File: config.mk
export PLATFORM = sky130hd
export DESIGN_NAME = pbc_counter
export DESIGN_NICKNAME = d
export VERILOG_FILES = /design/src/shared/pbc_pkg.sv /design/src/verilog/pbc_counter.sv
export SDC_FILE = /design/constraint.sdc
export NUM_CORES = 1
export LEC_CHECK = 0
export ABC_CLOCK_PERIOD_IN_PS = 7200
export BUFFER_PORTS_ARGS = -buffer_cell sky130_fd_sc_hd__clkbuf_2
export CORE_ASPECT_RATIO = 1.75
export CORE_MARGIN = 2
export CORE_UTILIZATION = 55
export DETAILED_ROUTE_END_ITERATION = 8
export PLACE_DENSITY_LB_ADDON = 0.3
export SLEW_MARGIN = 20
export SYNTH_ARGS = -nofsm -noshare
export SYNTH_HDL_FRONTEND = slang
export SYNTH_SLANG_ARGS = --single-unit
File: constraint.sdc
create_clock -name mclk -period 7.2 [get_ports mclk]
set_clock_uncertainty 0.15 [all_clocks]
set_input_delay 1.44 -clock mclk [delete_from_list [all_inputs] [get_ports mclk]]
set_output_delay 1.44 -clock mclk [all_outputs]
set_load 0.005 [all_outputs]
File: src/shared/pbc_pkg.sv
// Purpose: shared constants and types of the pulse batch counter
// Assumes: 25 MHz system clock, register port with 4-bit address
// Notes:   register indices are word indices on the plain register port
package pbc_pkg;

    // ****************************************
    // timing
    // ****************************************
    localparam int CLK_HZ        = 25_000_000;
    localparam int TENTH_MS      = 100;
    localparam int MENU_HOLD_MS  = 2000;
    localparam int TENTH_CYC     = TENTH_MS * (CLK_HZ / 1000);
    localparam int MENU_HOLD_CYC = MENU_HOLD_MS * (CLK_HZ / 1000);

    // ****************************************
    // register map
    // ****************************************
    typedef logic [3:0] pbc_addr_t;
    localparam pbc_addr_t REG_CTRL    = 4'h0;
    localparam pbc_addr_t REG_PRESET  = 4'h1;
    localparam pbc_addr_t REG_ADVANCE = 4'h2;
    localparam pbc_addr_t REG_DELAY   = 4'h3;
    localparam pbc_addr_t REG_DIVIDER = 4'h4;
    localparam pbc_addr_t REG_MULT    = 4'h5;
    localparam pbc_addr_t REG_CMD     = 4'h6;
    localparam pbc_addr_t REG_STATUS  = 4'h7;
    localparam pbc_addr_t REG_COUNT   = 4'h8;
    localparam pbc_addr_t REG_LATCHED = 4'h9;

    localparam int CMD_START   = 0;
    localparam int STAT_RUN    = 0;
    localparam int STAT_DELAY  = 1;
    localparam int STAT_PAUSE  = 2;
    localparam int STAT_FINE   = 3;
    localparam int STAT_MAIN   = 4;
    localparam int STAT_CHG    = 5;
    localparam int STAT_MENU   = 6;

    // ****************************************
    // values and resets
    // ****************************************
    localparam logic [9:0]  CNT_MAX     = 10'h3e7;
    localparam logic [10:0] TARGET_FULL = 11'h3e8;
    localparam logic [7:0]  CTRL_RST    = 8'h00;
    localparam logic [9:0]  PRESET_RST  = 10'h064;
    localparam logic [9:0]  ADV_RST     = 10'h000;
    localparam logic [9:0]  DELAY_RST   = 10'h000;
    localparam logic [7:0]  DIV_RST     = 8'h01;
    localparam logic [7:0]  MULT_RST    = 8'h01;

    typedef struct packed {
        logic [2:0] point;
        logic       main_relay_mode;
        logic       fine_relay_mode;
        logic       auto_restart_enable;
        logic       batching_mode;
        logic       count_down;
    } pbc_cfg_s;

    typedef struct packed {
        logic count_in;
        logic hold;
        logic stop;
        logic clear_start;
        logic key_enter;
        logic reset_key;
    } pbc_pins_s;

    typedef enum logic [1:0] {ST_IDLE, ST_RUN, ST_DELAY} pbc_state_e;

endpackage

File: src/verilog/pbc_counter.sv
// Purpose: three-decade pulse counter with two-relay batching control
// Assumes: inputs already debounced and synchronous to mclk
// Notes:   restart delay resolution is one tenth of a second
//
// Decided for this implementation: the address-and-strobe port and the register addresses.
`timescale 1ns/10ps

module pbc_counter #(
    parameter int TENTH_CYC     = pbc_pkg::TENTH_CYC,
    parameter int MENU_HOLD_CYC = pbc_pkg::MENU_HOLD_CYC
) (
    input  wire logic              mclk,
    input  wire logic              rst,
    input  wire pbc_pkg::pbc_pins_s pins,
    input  wire logic              power_fail,
    input  wire logic [9:0]        restore_count,
    input  wire pbc_pkg::pbc_addr_t addr,
    input  wire logic [15:0]       wdata,
    input  wire logic              wr,
    input  wire logic              rd,
    output logic [15:0]            rdata,
    output logic [11:0]            count_bcd,
    output logic [2:0]             point,
    output logic                   cycle_led,
    output logic                   fine_relay,
    output logic                   main_relay,
    output logic                   menu_open,
    output logic [9:0]             saved_count
);
    import pbc_pkg::*;
    // ****************************************
    // state
    // ****************************************
    pbc_cfg_s   cfg_r;
    logic [9:0] preset_r;
    logic [9:0] adv_r;
    logic [9:0] delay_r;
    logic [7:0] div_r;
    logic [7:0] mult_r;
    logic       chg_r;
    pbc_state_e st_r;
    logic [9:0] cnt_r;
    logic [10:0] tgt_l_r;
    logic [9:0] adv_l_r;
    logic [7:0] div_cnt_r;
    logic [9:0] pend_r;
    logic       restore_r;
    logic       cin_d_r;
    logic       clr_d_r;
    logic       ke_d_r;
    logic       kr_d_r;
    logic       arm_r;
    logic       press_r;
    logic [25:0] press_cnt_r;
    logic       paused_r;
    logic [25:0] tick_cnt_r;
    logic [9:0] dly_r;
    logic       flash_r;
    logic       fine_on_r;
    logic       main_on_r;
    logic [15:0] rdata_r;
    logic [11:0] bcd_r;
    logic       led_r;
    logic       fine_rel_r;
    logic       main_rel_r;
    logic       menu_r;
    logic [9:0] saved_r;

    logic [9:0]  cnt_step;
    logic [9:0]  tgt_mod;
    logic [10:0] main_diff;
    logic [9:0]  main_up;
    logic [11:0] bcd_nxt;
    logic [15:0] stat;
    logic        up;
    logic        step;
    logic        count_en;
    logic        edge_in;
    logic        key_start;
    logic        clr_rel;
    logic        cmd_start;
    logic        auto_start;
    logic        start;
    logic        fine_hit;
    logic        main_hit;
    logic        tick;
    logic        cfg_wr;
    logic        div_wrap;
    logic [9:0]  pend_add;
    logic        fine_act;
    logic        main_act;

    function automatic logic [9:0] sat999(input logic [15:0] v);
        sat999 = (v > {6'h00, CNT_MAX}) ? CNT_MAX : v[9:0];
    endfunction
    // ****************************************
    // register port
    // ****************************************
    assign cfg_wr = wr && (addr == REG_CTRL || addr == REG_ADVANCE || addr == REG_DELAY
                    || addr == REG_DIVIDER || addr == REG_MULT);
    assign cmd_start = wr && addr == REG_CMD && wdata[CMD_START];

    // writes change settings without stopping the count; a REG_CMD start write restarts it
    always_ff @(posedge mclk or posedge rst)
        if (rst)
        begin
            cfg_r    <= CTRL_RST;
            preset_r <= PRESET_RST;
            adv_r    <= ADV_RST;
            delay_r  <= DELAY_RST;
            div_r    <= DIV_RST;
            mult_r   <= MULT_RST;
        end
        else if (wr)
        begin
            case (addr)
                REG_CTRL:    cfg_r    <= wdata[7:0];
                REG_PRESET:  preset_r <= sat999(wdata);
                REG_ADVANCE: adv_r    <= sat999(wdata);
                REG_DELAY:   delay_r  <= sat999(wdata);
                REG_DIVIDER: div_r    <= wdata[7:0];
                REG_MULT:    mult_r   <= wdata[7:0];
                default:     ;
            endcase
        end

    // set wins over the clear of a manual start
    always_ff @(posedge mclk or posedge rst)
        if (rst)
            chg_r <= 1'b0;
        else if (cfg_wr)
            chg_r <= 1'b1;
        else if (key_start || clr_rel || cmd_start)
            chg_r <= 1'b0;

    always_comb
    begin
        stat = 16'h0000;
        stat[STAT_RUN]   = (st_r == ST_RUN);
        stat[STAT_DELAY] = (st_r == ST_DELAY);
        stat[STAT_PAUSE] = paused_r;
        stat[STAT_FINE]  = fine_on_r;
        stat[STAT_MAIN]  = main_on_r;
        stat[STAT_CHG]   = chg_r;
        stat[STAT_MENU]  = menu_r;
    end

    always_ff @(posedge mclk or posedge rst)
        if (rst)
            rdata_r <= 16'h0000;
        else if (rd)
        begin
            case (addr)
                REG_CTRL:    rdata_r <= {8'h00, cfg_r};
                REG_PRESET:  rdata_r <= {6'h00, preset_r};
                REG_ADVANCE: rdata_r <= {6'h00, adv_r};
                REG_DELAY:   rdata_r <= {6'h00, delay_r};
                REG_DIVIDER: rdata_r <= {8'h00, div_r};
                REG_MULT:    rdata_r <= {8'h00, mult_r};
                REG_STATUS:  rdata_r <= stat;
                REG_COUNT:   rdata_r <= {6'h00, cnt_r};
                REG_LATCHED: rdata_r <= {5'h00, tgt_l_r};
                default:     rdata_r <= 16'h0000;
            endcase
        end

    // ****************************************
    // control inputs and keys
    // ****************************************
    always_ff @(posedge mclk or posedge rst)
        if (rst)
        begin
            cin_d_r <= 1'b0;
            clr_d_r <= 1'b0;
            ke_d_r  <= 1'b0;
            kr_d_r  <= 1'b0;
        end
        else
        begin
            cin_d_r <= pins.count_in;
            clr_d_r <= pins.clear_start;
            ke_d_r  <= pins.key_enter;
            kr_d_r  <= pins.reset_key;
        end

    assign edge_in = pins.count_in && !cin_d_r;
    assign clr_rel = clr_d_r && !pins.clear_start;
    assign key_start = arm_r && pins.key_enter && !ke_d_r;

    // reset key arms, enter confirms; in the menu reset key leaves it
    always_ff @(posedge mclk or posedge rst)
        if (rst)
            arm_r <= 1'b0;
        else if (pins.stop || key_start)
            arm_r <= 1'b0;
        else if (pins.reset_key && !kr_d_r && !menu_r)
            arm_r <= 1'b1;

    always_ff @(posedge mclk or posedge rst)
        if (rst)
        begin
            press_r     <= 1'b0;
            press_cnt_r <= 26'h0000000;
            paused_r    <= 1'b0;
            menu_r      <= 1'b0;
        end
        else
        begin
            if (menu_r && pins.reset_key && !kr_d_r)
                menu_r <= 1'b0;
            if (pins.key_enter && !ke_d_r && !arm_r && !menu_r)
            begin
                press_r     <= 1'b1;
                press_cnt_r <= 26'h0000000;
            end
            else if (press_r && pins.key_enter)
            begin
                if (press_cnt_r == 26'(MENU_HOLD_CYC - 1))
                begin
                    menu_r  <= 1'b1;
                    press_r <= 1'b0;
                end
                else
                    press_cnt_r <= press_cnt_r + 26'h0000001;
            end
            else if (press_r)
            begin
                paused_r <= !paused_r;
                press_r  <= 1'b0;
            end
        end

    // ****************************************
    // prescaler
    // ****************************************
    assign count_en = !pins.hold && !paused_r;
    assign step = (pend_r != 10'h000) && !start;
    assign div_wrap = (8'(div_cnt_r + 8'h01) >= div_r);
    assign pend_add = (edge_in && count_en && div_wrap) ? {2'b00, mult_r} : 10'h000;

    always_ff @(posedge mclk or posedge rst)
        if (rst)
        begin
            div_cnt_r <= 8'h00;
            pend_r    <= 10'h000;
        end
        else if (start)
        begin
            div_cnt_r <= 8'h00;
            pend_r    <= 10'h000;
        end
        else
        begin
            if (edge_in && count_en)
                div_cnt_r <= div_wrap ? 8'h00 : div_cnt_r + 8'h01;
            pend_r <= pend_r - {9'h000, step} + pend_add;
        end

    // ****************************************
    // count and thresholds
    // ****************************************
    assign up = !cfg_r.count_down;
    assign tgt_mod = (tgt_l_r == TARGET_FULL) ? 10'h000 : tgt_l_r[9:0];
    assign main_diff = tgt_l_r - {1'b0, adv_l_r};
    assign main_up = (main_diff == TARGET_FULL) ? 10'h000 : main_diff[9:0];

    always_comb
    begin
        if (up)
            cnt_step = (cnt_r == CNT_MAX) ? 10'h000 : cnt_r + 10'h001;
        else
            cnt_step = (cnt_r == 10'h000) ? CNT_MAX : cnt_r - 10'h001;
    end

    assign fine_hit = step && st_r == ST_RUN
                      && (up ? cnt_step == tgt_mod : cnt_step == 10'h000);
    assign main_hit = step && st_r == ST_RUN
                      && (up ? cnt_step == main_up : cnt_step == adv_l_r);

    // power-up restore happens one edge after reset release
    always_ff @(posedge mclk or posedge rst)
        if (rst)
        begin
            cnt_r     <= 10'h000;
            restore_r <= 1'b1;
        end
        else
        begin
            restore_r <= 1'b0;
            if (restore_r)
                cnt_r <= sat999({6'h00, restore_count});
            else if (start)
                cnt_r <= up ? 10'h000 : preset_r;
            else if (step)
                cnt_r <= cnt_step;
        end

    always_ff @(posedge mclk or posedge rst)
        if (rst)
            saved_r <= 10'h000;
        else if (power_fail)
            saved_r <= cnt_r;

    // thresholds frozen for the whole cycle
    always_ff @(posedge mclk or posedge rst)
        if (rst)
        begin
            tgt_l_r <= TARGET_FULL;
            adv_l_r <= 10'h000;
        end
        else if (start)
        begin
            tgt_l_r <= (preset_r == 10'h000) ? TARGET_FULL : {1'b0, preset_r};
            adv_l_r <= adv_r;
        end

    // ****************************************
    // cycle sequencing
    // ****************************************
    assign auto_start = st_r == ST_DELAY && dly_r == 10'h000 && !chg_r;
    assign start = (key_start || clr_rel || cmd_start || auto_start)
                   && !pins.stop;
    assign tick = (tick_cnt_r == 26'(TENTH_CYC - 1));

    always_ff @(posedge mclk or posedge rst)
        if (rst)
            st_r <= ST_IDLE;
        else if (pins.stop)
            st_r <= ST_IDLE;
        else if (start)
            st_r <= ST_RUN;
        else
        begin
            case (st_r)
                ST_IDLE: st_r <= ST_IDLE;
                ST_RUN:
                    if (fine_hit)
                        st_r <= (cfg_r.auto_restart_enable && !chg_r)
                                ? ST_DELAY : ST_IDLE;
                ST_DELAY:
                    if (chg_r || !cfg_r.auto_restart_enable)
                        st_r <= ST_IDLE;
                default: st_r <= ST_IDLE;
            endcase
        end

    // tick restarts at the threshold so the delay is measured from it
    always_ff @(posedge mclk or posedge rst)
        if (rst)
            tick_cnt_r <= 26'h0000000;
        else if (fine_hit || tick)
            tick_cnt_r <= 26'h0000000;
        else
            tick_cnt_r <= tick_cnt_r + 26'h0000001;

    always_ff @(posedge mclk or posedge rst)
        if (rst)
        begin
            dly_r   <= 10'h000;
            flash_r <= 1'b0;
        end
        else if (fine_hit)
        begin
            dly_r   <= delay_r;
            flash_r <= 1'b1;
        end
        else if (st_r == ST_DELAY && tick)
        begin
            if (dly_r != 10'h000)
                dly_r <= dly_r - 10'h001;
            flash_r <= !flash_r;
        end

    // ****************************************
    // relays
    // ****************************************
    // standard mode drives only the fine relay, reversed sense
    always_ff @(posedge mclk or posedge rst)
        if (rst)
        begin
            fine_on_r <= 1'b0;
            main_on_r <= 1'b0;
        end
        else if (pins.stop)
        begin
            fine_on_r <= 1'b0;
            main_on_r <= 1'b0;
        end
        else if (start)
        begin
            fine_on_r <= cfg_r.batching_mode;
            main_on_r <= cfg_r.batching_mode && !(adv_r > sat999({6'h00, preset_r})
                         && preset_r != 10'h000);
        end
        else
        begin
            if (fine_hit)
                fine_on_r <= !cfg_r.batching_mode;
            if (main_hit)
                main_on_r <= 1'b0;
        end

    assign fine_act = fine_on_r && !paused_r;
    assign main_act = main_on_r && !paused_r;

    // ****************************************
    // outputs
    // ****************************************
    for (genvar d = 0; d < 3; d++)
    begin : g_decade
        localparam int P10 = (d == 0) ? 1 : (d == 1) ? 10 : 100;
        assign bcd_nxt[4*d +: 4] = 4'((32'(cnt_r) / P10) % 10);
    end

    always_ff @(posedge mclk or posedge rst)
        if (rst)
        begin
            bcd_r      <= 12'h000;
            led_r      <= 1'b0;
            fine_rel_r <= 1'b1;
            main_rel_r <= 1'b1;
        end
        else
        begin
            bcd_r      <= bcd_nxt;
            led_r      <= (st_r == ST_RUN) || (st_r == ST_DELAY && flash_r);
            fine_rel_r <= cfg_r.fine_relay_mode ? fine_act : !fine_act;
            main_rel_r <= cfg_r.main_relay_mode ? main_act : !main_act;
        end

    assign rdata       = rdata_r;
    assign count_bcd   = bcd_r;
    assign point       = cfg_r.point;
    assign cycle_led   = led_r;
    assign fine_relay  = fine_rel_r;
    assign main_relay  = main_rel_r;
    assign menu_open   = menu_r;
    assign saved_count = saved_r;

endmodule

# Word level (Yosys, flattened, before mapping)
# Cells that the tools add are included.
dict set report totals {
  ff_bits 221
  inputBits 41
  output_inout_bits 45
  wordCells 225
}
dict set report classes {
  addsub 9
  div_mod_pow 5
  magnitude_cmp 5
  n_eq_ne 23
  mux 55
  bitwise 2
  reduce_logical 87
}
# op count
set ops {}
lappend ops {{two-way mux 10 bit} 17}
lappend ops {{two-way mux 26 bit} 4}
lappend ops {{one-hot mux 11 bit (9 select lines)} 1}
lappend ops {{modulo 32 x 4 -> 32 bit, second input constant} 2}
lappend ops {{adder 26 x 1 -> 26 bit, second input constant} 2}
lappend ops {{logical NOT 10 bit} 4}
lappend ops {{divider 10 x 4 -> 32 bit, second input constant} 1}
lappend ops {{divider 10 x 7 -> 32 bit, second input constant} 1}
lappend ops {{logical AND 1 bit} 32}
lappend ops {{modulo 10 x 4 -> 32 bit, second input constant} 1}
lappend ops {{two-way mux 8 bit} 4}
lappend ops {{equality test 10 bit} 3}
lappend ops {{nonzero test 10 bit} 3}
lappend ops {{equality test 26 x 22 -> 1 bit, second input constant} 1}
lappend ops {{equality test 26 bit, second input constant} 1}
lappend ops {{two-way mux 1 bit} 23}
lappend ops {{equality test 11 x 10 -> 1 bit, second input constant} 2}
lappend ops {{greater-than comparator 10 bit, second input constant} 2}
lappend ops {{subtractor 10 x 1 -> 10 bit, second input constant} 2}
lappend ops {{AND reduction 2 bit} 9}
lappend ops {{logical NOT 1 bit} 17}
lappend ops {{equality test 4 x 3 -> 1 bit, second input constant} 4}
lappend ops {{greater-than comparator 16 x 10 -> 1 bit, second input constant} 1}
lappend ops {{nonzero test 2 bit} 6}
lappend ops {{other kinds (23)} 43}

# Longest topological paths before layout
# Gate-level depths: netlist (run 1).
dict set report depth {
  word_depth 14
  ltp_mapped 35
  ltp_nobuf 30
}

# Worst setup path after synthesis (run 1)
# Ideal clock, no wire load.
dict set report synth_path {
  path_type {register -> register}
  startpoint {register cnt_r[7]}
  endpoint {register bcd_r[7], in the netlist count_bcd[7]}
  setup_ps 69
  t_arrival_ps 5671
  t_required_ps 6981
  path_slack_ps 1311
  stages_incl_launch_ff 31
  path_buffers 3
  synth_period_minus_slack_ps 5889
  path_cell_list {dfrtp_1 -> buf_4 -> nor2_1 -> inv_1 -> ha_1 -> and4b_1 -> a211oi_2 -> nand4_1 -> o21ai_2 -> o21ai_2 -> o22a_2 -> and3_1 -> buf_6 -> o2111ai_1 -> o211ai_1 -> a221oi_4 -> o2111ai_2 -> and2_4 -> ha_1 -> a21oi_1 -> nor2_1 -> nor2_1 -> a31o_1 -> nand3_1 -> and4_4 -> buf_6 -> xnor2_1 -> ha_1 -> nand2b_1 -> o41a_1 -> nand3_1}
}
dict set report synth_between {
  elab_chain_cells 2
}
# item line_no
set synth_rtl {}
lappend synth_rtl {{start: declaration} pbc_counter.sv:42} ;# logic [9:0] cnt_r;
lappend synth_rtl {{start signal: assignment} pbc_counter.sv:291} ;# cnt_r <= sat999({6'h00, restore_count});
lappend synth_rtl {{start signal: assignment} pbc_counter.sv:293} ;# cnt_r <= up ? 10'h000 : preset_r;
lappend synth_rtl {{start signal: assignment} pbc_counter.sv:295} ;# cnt_r <= cnt_step;
lappend synth_rtl {{divider 10 x 4 -> 32 bit} pbc_counter.sv:412} ;# assign bcd_nxt[4*d +: 4] = 4'((32'(cnt_r) / P10) % 10);
lappend synth_rtl {{modulo 32 x 4 -> 32 bit} pbc_counter.sv:412}
lappend synth_rtl {{via bcd_nxt[7]} pbc_counter.sv:73} ;# logic [11:0] bcd_nxt;
lappend synth_rtl {{end signal: assignment} pbc_counter.sv:425} ;# bcd_r <= bcd_nxt;
lappend synth_rtl {{end: declaration} pbc_counter.sv:62} ;# logic [11:0] bcd_r;
# The timed path passes the listed nets, and every way through them passes these cells.
# A chain may end at the register's enable or synchronous reset.

# Worst setup path after layout (run 1)
# Same ends and word-level chain as after synthesis.

==> impl_summary.md, run 1 <==
GRT
The residual overflow from global routing is 0. Global routing used 32.0% of the available tracks. The number of antenna violations at the first check in global routing is 0. The first global-routing pass estimated 72100 µm of wire. The via count of the first global-routing pass came to roughly 14k. Entering global routing, the biggest net connects 81 pins.

Worst setup path
The worst register-to-register path has a depth of 29. The endpoint identified for the worst register-to-register timing path is count_bcd[7]. The library cell contributing the largest single delay on the critical path is sky130_fd_sc_hd__a311o_1.

The worst setup path is launched from a flip-flop. Data arrives at the worst endpoint at 6.85 ns. The worst reg2reg path startpoint is cnt_r[7].

The most critical setup path has its endpoint at count_bcd[7]. In this design, the largest share of critical-path delay is due to simple AND/OR/NAND/NOR gates. The critical path crosses 29 cells after its start point. The launch point of the worst path is cnt_r[7].

The slack of the worst reg-to-reg path is a little over 0.6 ns. The largest single stage delay on the critical path is between 0.3 and 0.4 ns. The setup path with the least slack is of type reg2reg. The data required time of the critical path is between 7 and 8 ns. The capturing element type of the critical path is a flip-flop.

The largest fanout on the critical path is 13. Together, buffers and inverters on the worst path number 2.

Finish
The count of fill cells added during filler insertion is 2314. The number of antenna diodes in the final layout is 0. The layout cell share with drive strength beyond 1 is 14.4%. The final layout net count is 1912.

The core utilization of the finished layout is 61.2%. The area growth from synthesis to final layout is 9.57%.

Synthesis
The most used flip-flop cell after synthesis is sky130_fd_sc_hd__dfrtp_1. The count of unique library cells instantiated by Yosys is about 110. For this run, the number of Yosys warnings is 0.

The number of enable flip-flop cells after synthesis is 0. Sequential cells were found to cover 36.2% of the synthesized design area. Among all cell types in the netlist, the one instantiated most often is sky130_fd_sc_hd__nand2_1.

For this run, asynchronously set or reset flops after synthesis account for 100%. The average footprint of a synthesized cell is 8.41 µm². The number of synthesized register bits is approximately 210. The synthesized netlist occupies a cell area of roughly 15000 µm².

Sorting the synthesized cells by area gives the leading types as sky130_fd_sc_hd__dfrtp_1 (34%), sky130_fd_sc_hd__ha_1 (5.2%), sky130_fd_sc_hd__nand2_1 (5.2%). The post-synthesis instance total is 1764. Of all cell types, the one taking the most synthesized area is sky130_fd_sc_hd__dfrtp_1. In this run the biggest area consumer among cell types represents about 34% of the synthesized area. The commonest cells after synthesis are sky130_fd_sc_hd__nand2_1 (205), sky130_fd_sc_hd__dfrtp_1 (200), sky130_fd_sc_hd__nor2_1 (192), sky130_fd_sc_hd__o21ai_0 (115), sky130_fd_sc_hd__inv_1 (100).

Die
The number of I/O pins is 86. The die span in x is 128 µm. Once the floorplan was initialized, standard cells occupied 55.8% of the core. The placeable core area is 26600 µm². After floorplanning, the core was divided into 79 placement rows. The die is 221 µm tall. The floorplan step defined a die boundary enclosing 28400 µm².

STA
The headroom to the max-slew limit is 29.2%. The post-route fraction of the period consumed by the critical path is 91.6%. The setup TNS is 0 ns. Setup repair after global routing left no endpoint under its margin.

Static timing analysis puts the maximum clock frequency at 152 MHz. For the pin with the worst max-slew slack, the measured transition is 1.06 ns. The total count of max-transition violations in the final report came to 0. The final hold violation count is 0. The minimum clock period is 6.60 ns. The setup violation total in the final timing report is 0.

Status
The flow ran to the end, and the final reports show no timing, DRC or antenna violations.

CTS
The number of hold buffers added after CTS was 0. The clock tree from TritonCTS is built. No sink is reached through more buffers than the 3 on the longest clock path. The CTS root buffer is sky130_fd_sc_hd__clkbuf_16. The number of buffers created by CTS is 22. For the worst-skew pair, the clock arrives at the later sink with an insertion delay of 0.53 ns. Clock tree synthesis found a total of 214 sinks. The register clock-pin slew on the reported worst setup and hold paths is 0.07 ns.

The level count of the clock H-tree is 1.

Placement
The number of buffers inserted by port buffering is 79. The wire-length estimate of the detail-placed layout is between 30000 and 40000 µm. At the end of routability-driven placement, the weighted congestion stood at 1.00.

Routing
The average detailed-routed wire length per instance is 20.9 µm. The via density per instance is between 6 and 7. Wires add up to 44900 µm. The via count is 13.7k. The violation count after the first detailed-routing iteration is approximately 970. For this run, design rule violations remaining after detail routing come to 0.

The count of TritonRoute iterations in the first routing pass is 7. Once detail routing completed, the nets flagged for antenna violations numbered 0.

Worst hold path
In this run the worst hold path is classified as reg2reg.

Power
The power density relative to cell area is approximately 320 nW/µm². The maximum ir drop on the vdd rail is about 0.27 mV. The leakage power of the design is 0.00712 µW.

Job
The max-cap check violation count is 0.
[state kept, by name, indices dropped and copies added, names as in the netlist, 2 cells and up]
register     count
adv_l_r         10
adv_r           10
cfg_r            5
cnt_r           10
count_bcd       12
delay_r         10
div_cnt_r        8
div_r            8
dly_r           10
mult_r           8
pend_r          10
point            3
preset_r        10
press_cnt_r     26
rdata           10
saved_count     10
st_r             2
tgt_l_r         10
tick_cnt_r      26
[stage by stage]
stage	power, µW	cell area (µm²)	hold slack [ns]	instances	setup WS [ns]
after CTS	5220	16200	0.340	2145	0.232
after detailed placement	3960	15400	0.332	2105	0.231
final	5240	16300	0.335	2147	0.603
after floorplan	3350	14900	0.226	1770	1.31
after global placement	3900	15400	0.325	2105	0.411
after global routing	5570	16300	0.379	2147	0.0788
[power by group]
group / switching [µW] / total [µW] / internal [µW]
clock network: 512 / 1240 / 728
registers: 239 / 1670 / 1430
logic: 1390 / 2330 / 935
total: 2140 / 5240 / 3100
[how the worst min path moves through the flow]
stage                                 to            from  slack (ns)  depth (start not counted)
after floorplan             count_bcd[0]        cnt_r[0]        0.23                          0
after global placement     tick_cnt_r[0]   tick_cnt_r[0]        0.33                          1
after detailed placement   tick_cnt_r[0]   tick_cnt_r[0]        0.33                          1
after CTS                  tick_cnt_r[0]   tick_cnt_r[0]        0.34                          1
after global routing      saved_count[5]  saved_count[5]        0.38                          1
final                      tick_cnt_r[0]   tick_cnt_r[0]        0.33                          1
[final cells by class]
cell class / count / area (µm²) / share of cell area, %
Multi-Input combinational cell: 1355 / 8680 / 53.4
Sequential cell: 214 / 5370 / 33.0
Clock buffer: 26 / 617 / 3.79
Timing Repair Buffer: 108 / 617 / 3.79
Tap cell: 324 / 405 / 2.49
Inverter: 106 / 402 / 2.47
Clock inverter: 14 / 168 / 1.03
[metal layers]
layer	GRT usage, %	vias up	routed length, µm
met4	25.2	0	4030
met5	0	-	0
met3	4.21	226	2280
li1	-	6336	-
met2	57.0	531	23100
met1	33.1	6568	15500
[layout by cell type, fill, tap and decap left out, types with 23 or more instances in the layout]
| master | count |
|---|---|
| sky130_fd_sc_hd__a21oi_1 | 92 |
| sky130_fd_sc_hd__buf_4 | 28 |
| sky130_fd_sc_hd__clkbuf_16 | 23 |
| sky130_fd_sc_hd__clkbuf_2 | 79 |
| sky130_fd_sc_hd__dfrtp_1 | 200 |
| sky130_fd_sc_hd__ha_1 | 62 |
| sky130_fd_sc_hd__inv_1 | 99 |
| sky130_fd_sc_hd__mux2_2 | 42 |
| sky130_fd_sc_hd__nand2_1 | 205 |
| sky130_fd_sc_hd__nand3_1 | 64 |
| sky130_fd_sc_hd__nand4_1 | 35 |
| sky130_fd_sc_hd__nor2_1 | 191 |
| sky130_fd_sc_hd__nor2b_1 | 26 |
| sky130_fd_sc_hd__nor3_1 | 30 |
| sky130_fd_sc_hd__o21ai_0 | 115 |
| sky130_fd_sc_hd__o22ai_1 | 24 |
| sky130_fd_sc_hd__xnor2_1 | 65 |
| sky130_fd_sc_hd__xor2_1 | 43 |
[logic make-up after synthesis]
group / count (synthesis) / share of synthesized area, %
and+or+nand+nor: 681 / 21.9
AOI/OAI and AO/OA: 438 / 19.9
DFF: 214 / 36.2
buffers and inverters: 201 / 5.76
xor gates and xnor gates: 110 / 6.63
adders and majority gates: 66 / 5.63
muxes: 53 / 3.93
other: 1 / 0.0253
[repair_timing]
action,CTS,global route
setup endpoints to repair,0,3
gates resized for setup,0,8
buffers inserted,0,2
No activity file was read; power rests on OpenSTA's default activity.
==> inputs of run 2 (changes only) <==
CELL_PAD_IN_SITES_DETAIL_PLACEMENT = 1   (was unset)
CELL_PAD_IN_SITES_GLOBAL_PLACEMENT = 1   (was unset)
CORE_UTILIZATION = 43   (was 55)
REMOVE_ABC_BUFFERS = 1   (was unset)
==> impl_summary.md, run 2 (synthesized netlist as in run 1, its figures left out) <==
Status
The flow ran to the end, and the final reports show no timing, DRC or antenna violations.

Finish
The area growth from synthesis to layout is 10.5%. The count of placed standard cells in the final layout, fillers left out was 2288 (+6.6%). Leaving out fill and tap cells, the most frequent cell in the layout is sky130_fd_sc_hd__nand2_1. The layout cell share with drive strength beyond 1 is 13.9% (-0.42 points). The count of fill cells added during filler insertion is 4176 (+80%). The cell area after layout was 16400 µm² (+0.86%). The antenna diode count is 0 (unchanged). In the layout the commonest cells are sky130_fd_sc_hd__nand2_1 (205), sky130_fd_sc_hd__dfrtp_1 (200), sky130_fd_sc_hd__nor2_1 (191). The final layout net count was 1916 (+0.21%). The core utilization of the finished layout is 47.9% (-13 points).

CTS
The level count of the clock H-tree is 1 (unchanged). The clock tree from TritonCTS is built. The maximum buffer depth of the clock tree came to 3 (unchanged). The register clock-pin slew on the reported worst setup and hold paths came to 0.06 ns (about the same).

The number of buffers created by CTS is 24 (+9.1%). The total clock sinks came to 214 (unchanged). The clock latency at the later pin of the worst-skew pair is 0.54 ns (about the same). Clock tree synthesis selected as its root buffer the cell sky130_fd_sc_hd__clkbuf_16.

Die
The die area is 36100 µm² (+27%). The cell row count is 90 (+14%). The die span in x was 144 µm (+13%). The number of I/O pins is 86 (unchanged). The overall die height is 250 µm (+13%). The placeable core area is 34200 µm² (+29%). The starting density of the core is 43.4% (-12 points).

Worst setup path
The slack of the worst reg-to-reg path is 0.46 ns (-0.14 ns). The cell depth of the worst flop-to-flop path is 29 (unchanged). The data required time of the critical path was 7.47 ns (+0.02 ns). The capturing element type of the critical path is a flip-flop. The largest fanout on the critical path is 13 (unchanged).

The library cell contributing the largest single delay on the critical path is sky130_fd_sc_hd__a211oi_1. The type of element launching the critical path is a flip-flop. The maximum cell stage delay along the critical path is 0.47 ns (+0.08 ns). The worst setup path is of the reg2reg kind. The data arrival time of the critical path is 7.01 ns (+0.16 ns). The number of buffer and inverter instances along the worst setup path is 2 (unchanged). The family of cells with the greatest summed delay on the critical path is simple AND/OR/NAND/NOR gates. The cell count along the critical path came to 29 (unchanged).

Routing
The count of TritonRoute iterations in the first routing pass is 5 (-2). The via density per instance is 5.99 (-5.9%). The total wire length after detailed routing is 50800 µm (+13%). The average detailed-routed wire length per instance is 22.2 µm (+6.2%).

The number of nets with antenna violations after routing is 0 (unchanged). The violation count after the first detailed-routing iteration was 537 (-44%). The via count is 13.7k (+0.24%). The count of unresolved DRC violations after routing is 0 (unchanged).

GRT
The all-layer global routing usage is 28.5% (-3.5 points). The residual overflow from global routing is 0 (unchanged). The via count of the first global-routing pass came to 14.6k (+4.6%). The largest net degree at the start of global routing came to 111 (+37%).

The number of antenna violations at the first check in global routing is 0 (unchanged). The wire length of the first global-routing pass is 80100 µm (+11%).

Worst hold path
The worst hold path stage count is 1 (unchanged). In this run the worst hold path is classified as reg2reg.

STA
The total count of max-transition violations in the final report is 0 (unchanged). The final hold violation count is 0 (unchanged). The minimum clock period is 6.74 ns (+0.142 ns). The achievable clock frequency is 148 MHz (-2.1%).

The headroom to the max-slew limit is 24.7% (-4.6 points). The setup violation total in the final timing report is 0 (unchanged). The actual slew at the worst max-slew pin is 1.10 ns (+0.0457 ns). The post-route fraction of the period consumed by the critical path is 93.6% (+2.0 points).

Setup repair after global routing left no endpoint under its margin.

Power
The power density relative to cell area was 321 nW/µm² (-0.55%). The overall power consumption is 5260 µW (+0.31%). The leakage power of the design is 0.00710 µW (-0.19%). The maximum ir drop on the vdd rail is 0.271 mV (-0.90%).

Placement
The count of placed standard cells including taps is 2245 (+6.7%). The number of buffers inserted by port buffering is 79 (unchanged). The final HPWL from detailed placement is 38800 µm (+15%).

The cell area after placement is 15600 µm² (+1.4%). The global placement routability congestion is 0.909 (-9.1%).

Job
The max-cap check violation count came to 0 (unchanged).
run 2: layer usage:
metal  global-route usage (%)  up-vias  share of wire, %
met5                        0        -                 0
met2                     54.3      348                55
li1                         -     6348                 -
met4                     16.3        0               6.6
met1                     29.6     6831                35
met3                     2.74      167               3.5
run 2: layout make-up:
class	count	area, µm²	share of cell area, %
clock buffers	36	707	4.31
clock inverters	7	51.3	0.313
inverters	106	405	2.47
multi-input cells	1355	8660	52.8
flip-flops and latches	214	5370	32.8
well taps	460	576	3.51
repair buffers	110	628	3.83
run 2: report_power, final:
| part | switching [µW] | total (µW) | internal (µW) |
|---|---|---|---|
| Clock | 529 | 1210 | 682 |
| Sequential | 239 | 1670 | 1430 |
| Combinational | 1430 | 2370 | 945 |
| Total | 2200 | 5260 | 3060 |
run 2: per-stage QoR:
step	worst slack [ns]	hold slack, ns	setup TNS (ns)
floorplan	-0.218	0.279	-43.56
global placement	0.515	0.330	0
detailed placement	0.372	0.327	0
CTS	0.343	0.344	0
global route	0.0324	0.364	0
finish	0.461	0.333	0
run 2: final timing paths:
| kind | to | from |
|---|---|---|
| min in group asynchronous | press_cnt_r[20] | rst |
| worst min register to register | fine_relay | cfg_r[3] |
| worst min-delay path | fine_relay | cfg_r[3] |
| worst max register to register | count_bcd[7] | cnt_r[7] |
| worst max-delay path | count_bcd[7] | cnt_r[7] |
| max in group asynchronous | tgt_l_r[0] | rst |
run 2: timing repair:
action	4_1_cts	5_1_grt
hold buffers	0	0
buffers inserted	0	0
setup endpoints to repair	0	1
gates resized for setup	0	2
==> inputs of run 3 (changes only) <==
ABC_CLOCK_PERIOD_IN_PS = 5600   (was 7200)
clock period = 5.6 ns   (was 7.2 ns; I/O delays follow)
==> impl_summary.md, run 3 (synthesized netlist as in run 1, its figures left out) <==
Power
The share of power burned in registers was 28.6% (-3.2 points). The leakage power of the design is 0.00786 µW (+11%). The fraction of power consumed by combinational cells was 50.1% (+4.9 points). The cell-internal power came to 4440 µW (+45%). The overall power consumption is 7530 µW (+43%).

The switching component of the power came to 3090 µW (+41%). The maximum ir drop on the vdd rail is 0.283 mV (+4.3%). The fraction of power consumed by the clock network came to 21.3% (-1.7 points). The power density relative to cell area is 422 nW/µm² (+32%). The net switching share of the total power is 41.0% (-0.79 points).

GRT
The via count of the first global-routing pass was 15.6k (+6.3%). The largest net degree at the start of global routing came to 119 (+7.2%). The all-layer global routing usage was 30.0% (+1.4 points). The residual overflow from global routing was 0 (unchanged).

The wire length of the first global-routing pass was 84000 µm (+4.9%). The number of antenna violations at the first check in global routing is 0 (unchanged).

Routing
The total wire length after detailed routing is 53600 µm (+5.4%). The via count is 14.3k (+4.5%). The detailed-route wire length on metal 1 is 18300 µm (+3.6%). The routed length on met2 came to 28800 µm (+2.9%).

The detailed-routed wire length on met3 is 1750 µm (-1.0%). The average detailed-routed wire length per instance is 22.1 µm (-0.42%). The count of TritonRoute iterations in the first routing pass is 6 (+1). The violation count after the first detailed-routing iteration was 641 (+19%). The number of nets with antenna violations after routing is 0 (unchanged). The highest metal layer carrying signal wires in the routed design is met4. The count of unresolved DRC violations after routing is 0 (unchanged). The via density per instance is 5.91 (-1.3%).

CTS
The clock latency at the later pin of the worst-skew pair was 0.55 ns (about the same). The number of buffers created by CTS came to 23 (-4.2%). The register clock-pin slew on the reported worst setup and hold paths is 0.07 ns (about the same).

The maximum buffer depth of the clock tree is 3 (unchanged). The total clock sinks is 214 (unchanged). The CTS root buffer is sky130_fd_sc_hd__clkbuf_16. The level count of the clock H-tree is 1 (unchanged).

The clock tree from TritonCTS is built. The number of buffers inserted for hold repair after clock tree synthesis came to 0 (unchanged).

Worst setup path
The largest fanout on the critical path is 5 (-8). The cell depth of the worst flop-to-flop path is 29 (unchanged). In this run the worst setup path terminates at count_bcd[7]. The data arrival time of the critical path came to 6.06 ns (-0.95 ns). The worst reg2reg path startpoint is cnt_r[7]. The worst reg2reg path endpoint is count_bcd[7]. The most critical setup path has its startpoint at cnt_r[7].

The worst setup path is of the reg2reg kind. The data required time of the critical path is 5.94 ns (-1.53 ns). The type of element launching the critical path is a flip-flop. STA classifies the critical path endpoint as a flip-flop.

The maximum cell stage delay along the critical path came to 0.39 ns (-0.08 ns). The slowest stage of the critical path belongs to the cell sky130_fd_sc_hd__dfrtp_1. The slack of the worst reg-to-reg path came to -0.12 ns (-0.58 ns).

Finish
Leaving out fill and tap cells, the most frequent cell in the layout is sky130_fd_sc_hd__nand2_1. The final layout net count is 2050 (+7.0%). In the layout the commonest cells are sky130_fd_sc_hd__nand2_1 (205), sky130_fd_sc_hd__dfrtp_1 (200), sky130_fd_sc_hd__nor2_1 (190). The core utilization of the finished layout is 52.1% (+4.2 points).

The layout cell share with drive strength beyond 1 was 22.7% (+8.8 points). The antenna diode count is 0 (unchanged). The area growth from synthesis to final layout is 20.2%.

STA
The worst setup slack after layout is -0.119 ns (-0.579 ns). The worst hold margin came to 0.347 ns (+0.0138 ns). The total count of max-transition violations in the final report came to 0 (unchanged). The post-route fraction of the period consumed by the critical path is 102% (+8.5 points). The actual slew at the worst max-slew pin is 1.08 ns (-0.0253 ns).

The headroom to the max-slew limit was 26.4% (+1.7 points). The final hold violation count was 0 (unchanged). The minimum clock period is 5.72 ns (-1.02 ns). The achievable clock frequency was 175 MHz (+18%). The setup violation total in the final timing report is 2 (+2). Setup repair after global routing could not meet its margin everywhere. The setup TNS is -0.147 ns (-0.147 ns).

Die
The cell row count was 90 (unchanged). The die span in x is 144 µm (unchanged). The die area is 36100 µm² (unchanged).

The starting density of the core was 43.4% (unchanged). The placeable core area is 34200 µm² (unchanged). The overall die height came to 250 µm (unchanged). The number of I/O pins came to 86 (unchanged).

Placement
The pre-CTS setup slack came to -0.323 ns (-0.695 ns). The number of buffers inserted by port buffering is 79 (unchanged). The global placement routability congestion is 0.917 (+0.90%). The final HPWL from detailed placement was 40800 µm (+5.2%).

Status
The flow ran to the end, but the final reports show violations. The final reports fail on setup timing.

Worst hold path
The worst hold-check path type is reg2reg. The beginning of the worst hold path is tick_cnt_r[0].

Job
The max-cap check violation count is 0 (unchanged).
[run 3: cell count changes in the layout (fill, tap and decap cells not counted), moves of 4 or more]
cell / delta
sky130_fd_sc_hd__clkinv_2: +5
sky130_fd_sc_hd__clkbuf_1: -6
sky130_fd_sc_hd__buf_4: +127
sky130_fd_sc_hd__o21ai_2: +5
sky130_fd_sc_hd__a211oi_1: -4
sky130_fd_sc_hd__nand3_1: -4
sky130_fd_sc_hd__buf_6: +5
[run 3: per-stage QoR]
step / instance area [µm²] / std cells
3_3_place_gp: 16600 / 2365
6_report: 17800 / 2422
3_5_place_dp: 16600 / 2365
4_1_cts: 17500 / 2411
2_1_floorplan: 14400 / 1675
5_1_grt: 17800 / 2422
[run 3: final cells by class]
type | count | area [µm²]
clock buffers | 27 | 621
clock inverters | 15 | 158
fillers | 4125 | 16400
inverters | 106 | 405
multi-input cells | 1355 | 9010
flip-flops and latches | 214 | 5370
well taps | 460 | 576
repair buffers | 245 | 1700
[run 3: how the worst min path moves through the flow]
stage | endpoint | slack, ns | cells past startpoint
after global routing | tick_cnt_r[0] | 0.36 | 1
after CTS | tick_cnt_r[0] | 0.35 | 1
after floorplan | fine_relay | 0.28 | 1
final | tick_cnt_r[0] | 0.35 | 1
after global placement | tick_cnt_r[0] | 0.33 | 1
after detailed placement | tick_cnt_r[0] | 0.34 | 1
[run 3: power by group through the flow]
stage / logic [µW] / clock network [µW] / registers (µW)
after floorplan: 2120 / 0 / 2100
after global placement: 3290 / 0 / 2160
after detailed placement: 3430 / 0 / 2170
after CTS: 3580 / 1640 / 2150
after global routing: 4150 / 1700 / 2180
final: 3770 / 1600 / 2150
[run 3: critical path, delay by kind of cell (launching register included)]
family,cells,cell delay (ns)
simple gates,13,2.13
xor+xnor,1,0.14
compound gates,9,1.85
buf+inv,3,0.37
flops,1,0.39
fa+ha+maj,3,0.64
[run 3: timing repair]
action,4_1_cts,5_1_grt
resized for setup,38,38
endpoints found under the setup margin,3,5
pin swaps,11,17
setup buffers,4,12
[run 3: layer usage]
layer  GRT usage (%)  vias up
met4            20.8        0
li1                -     6615
met2            55.7      360
met3            3.11      199
met1            30.4     7138
met5               0        -
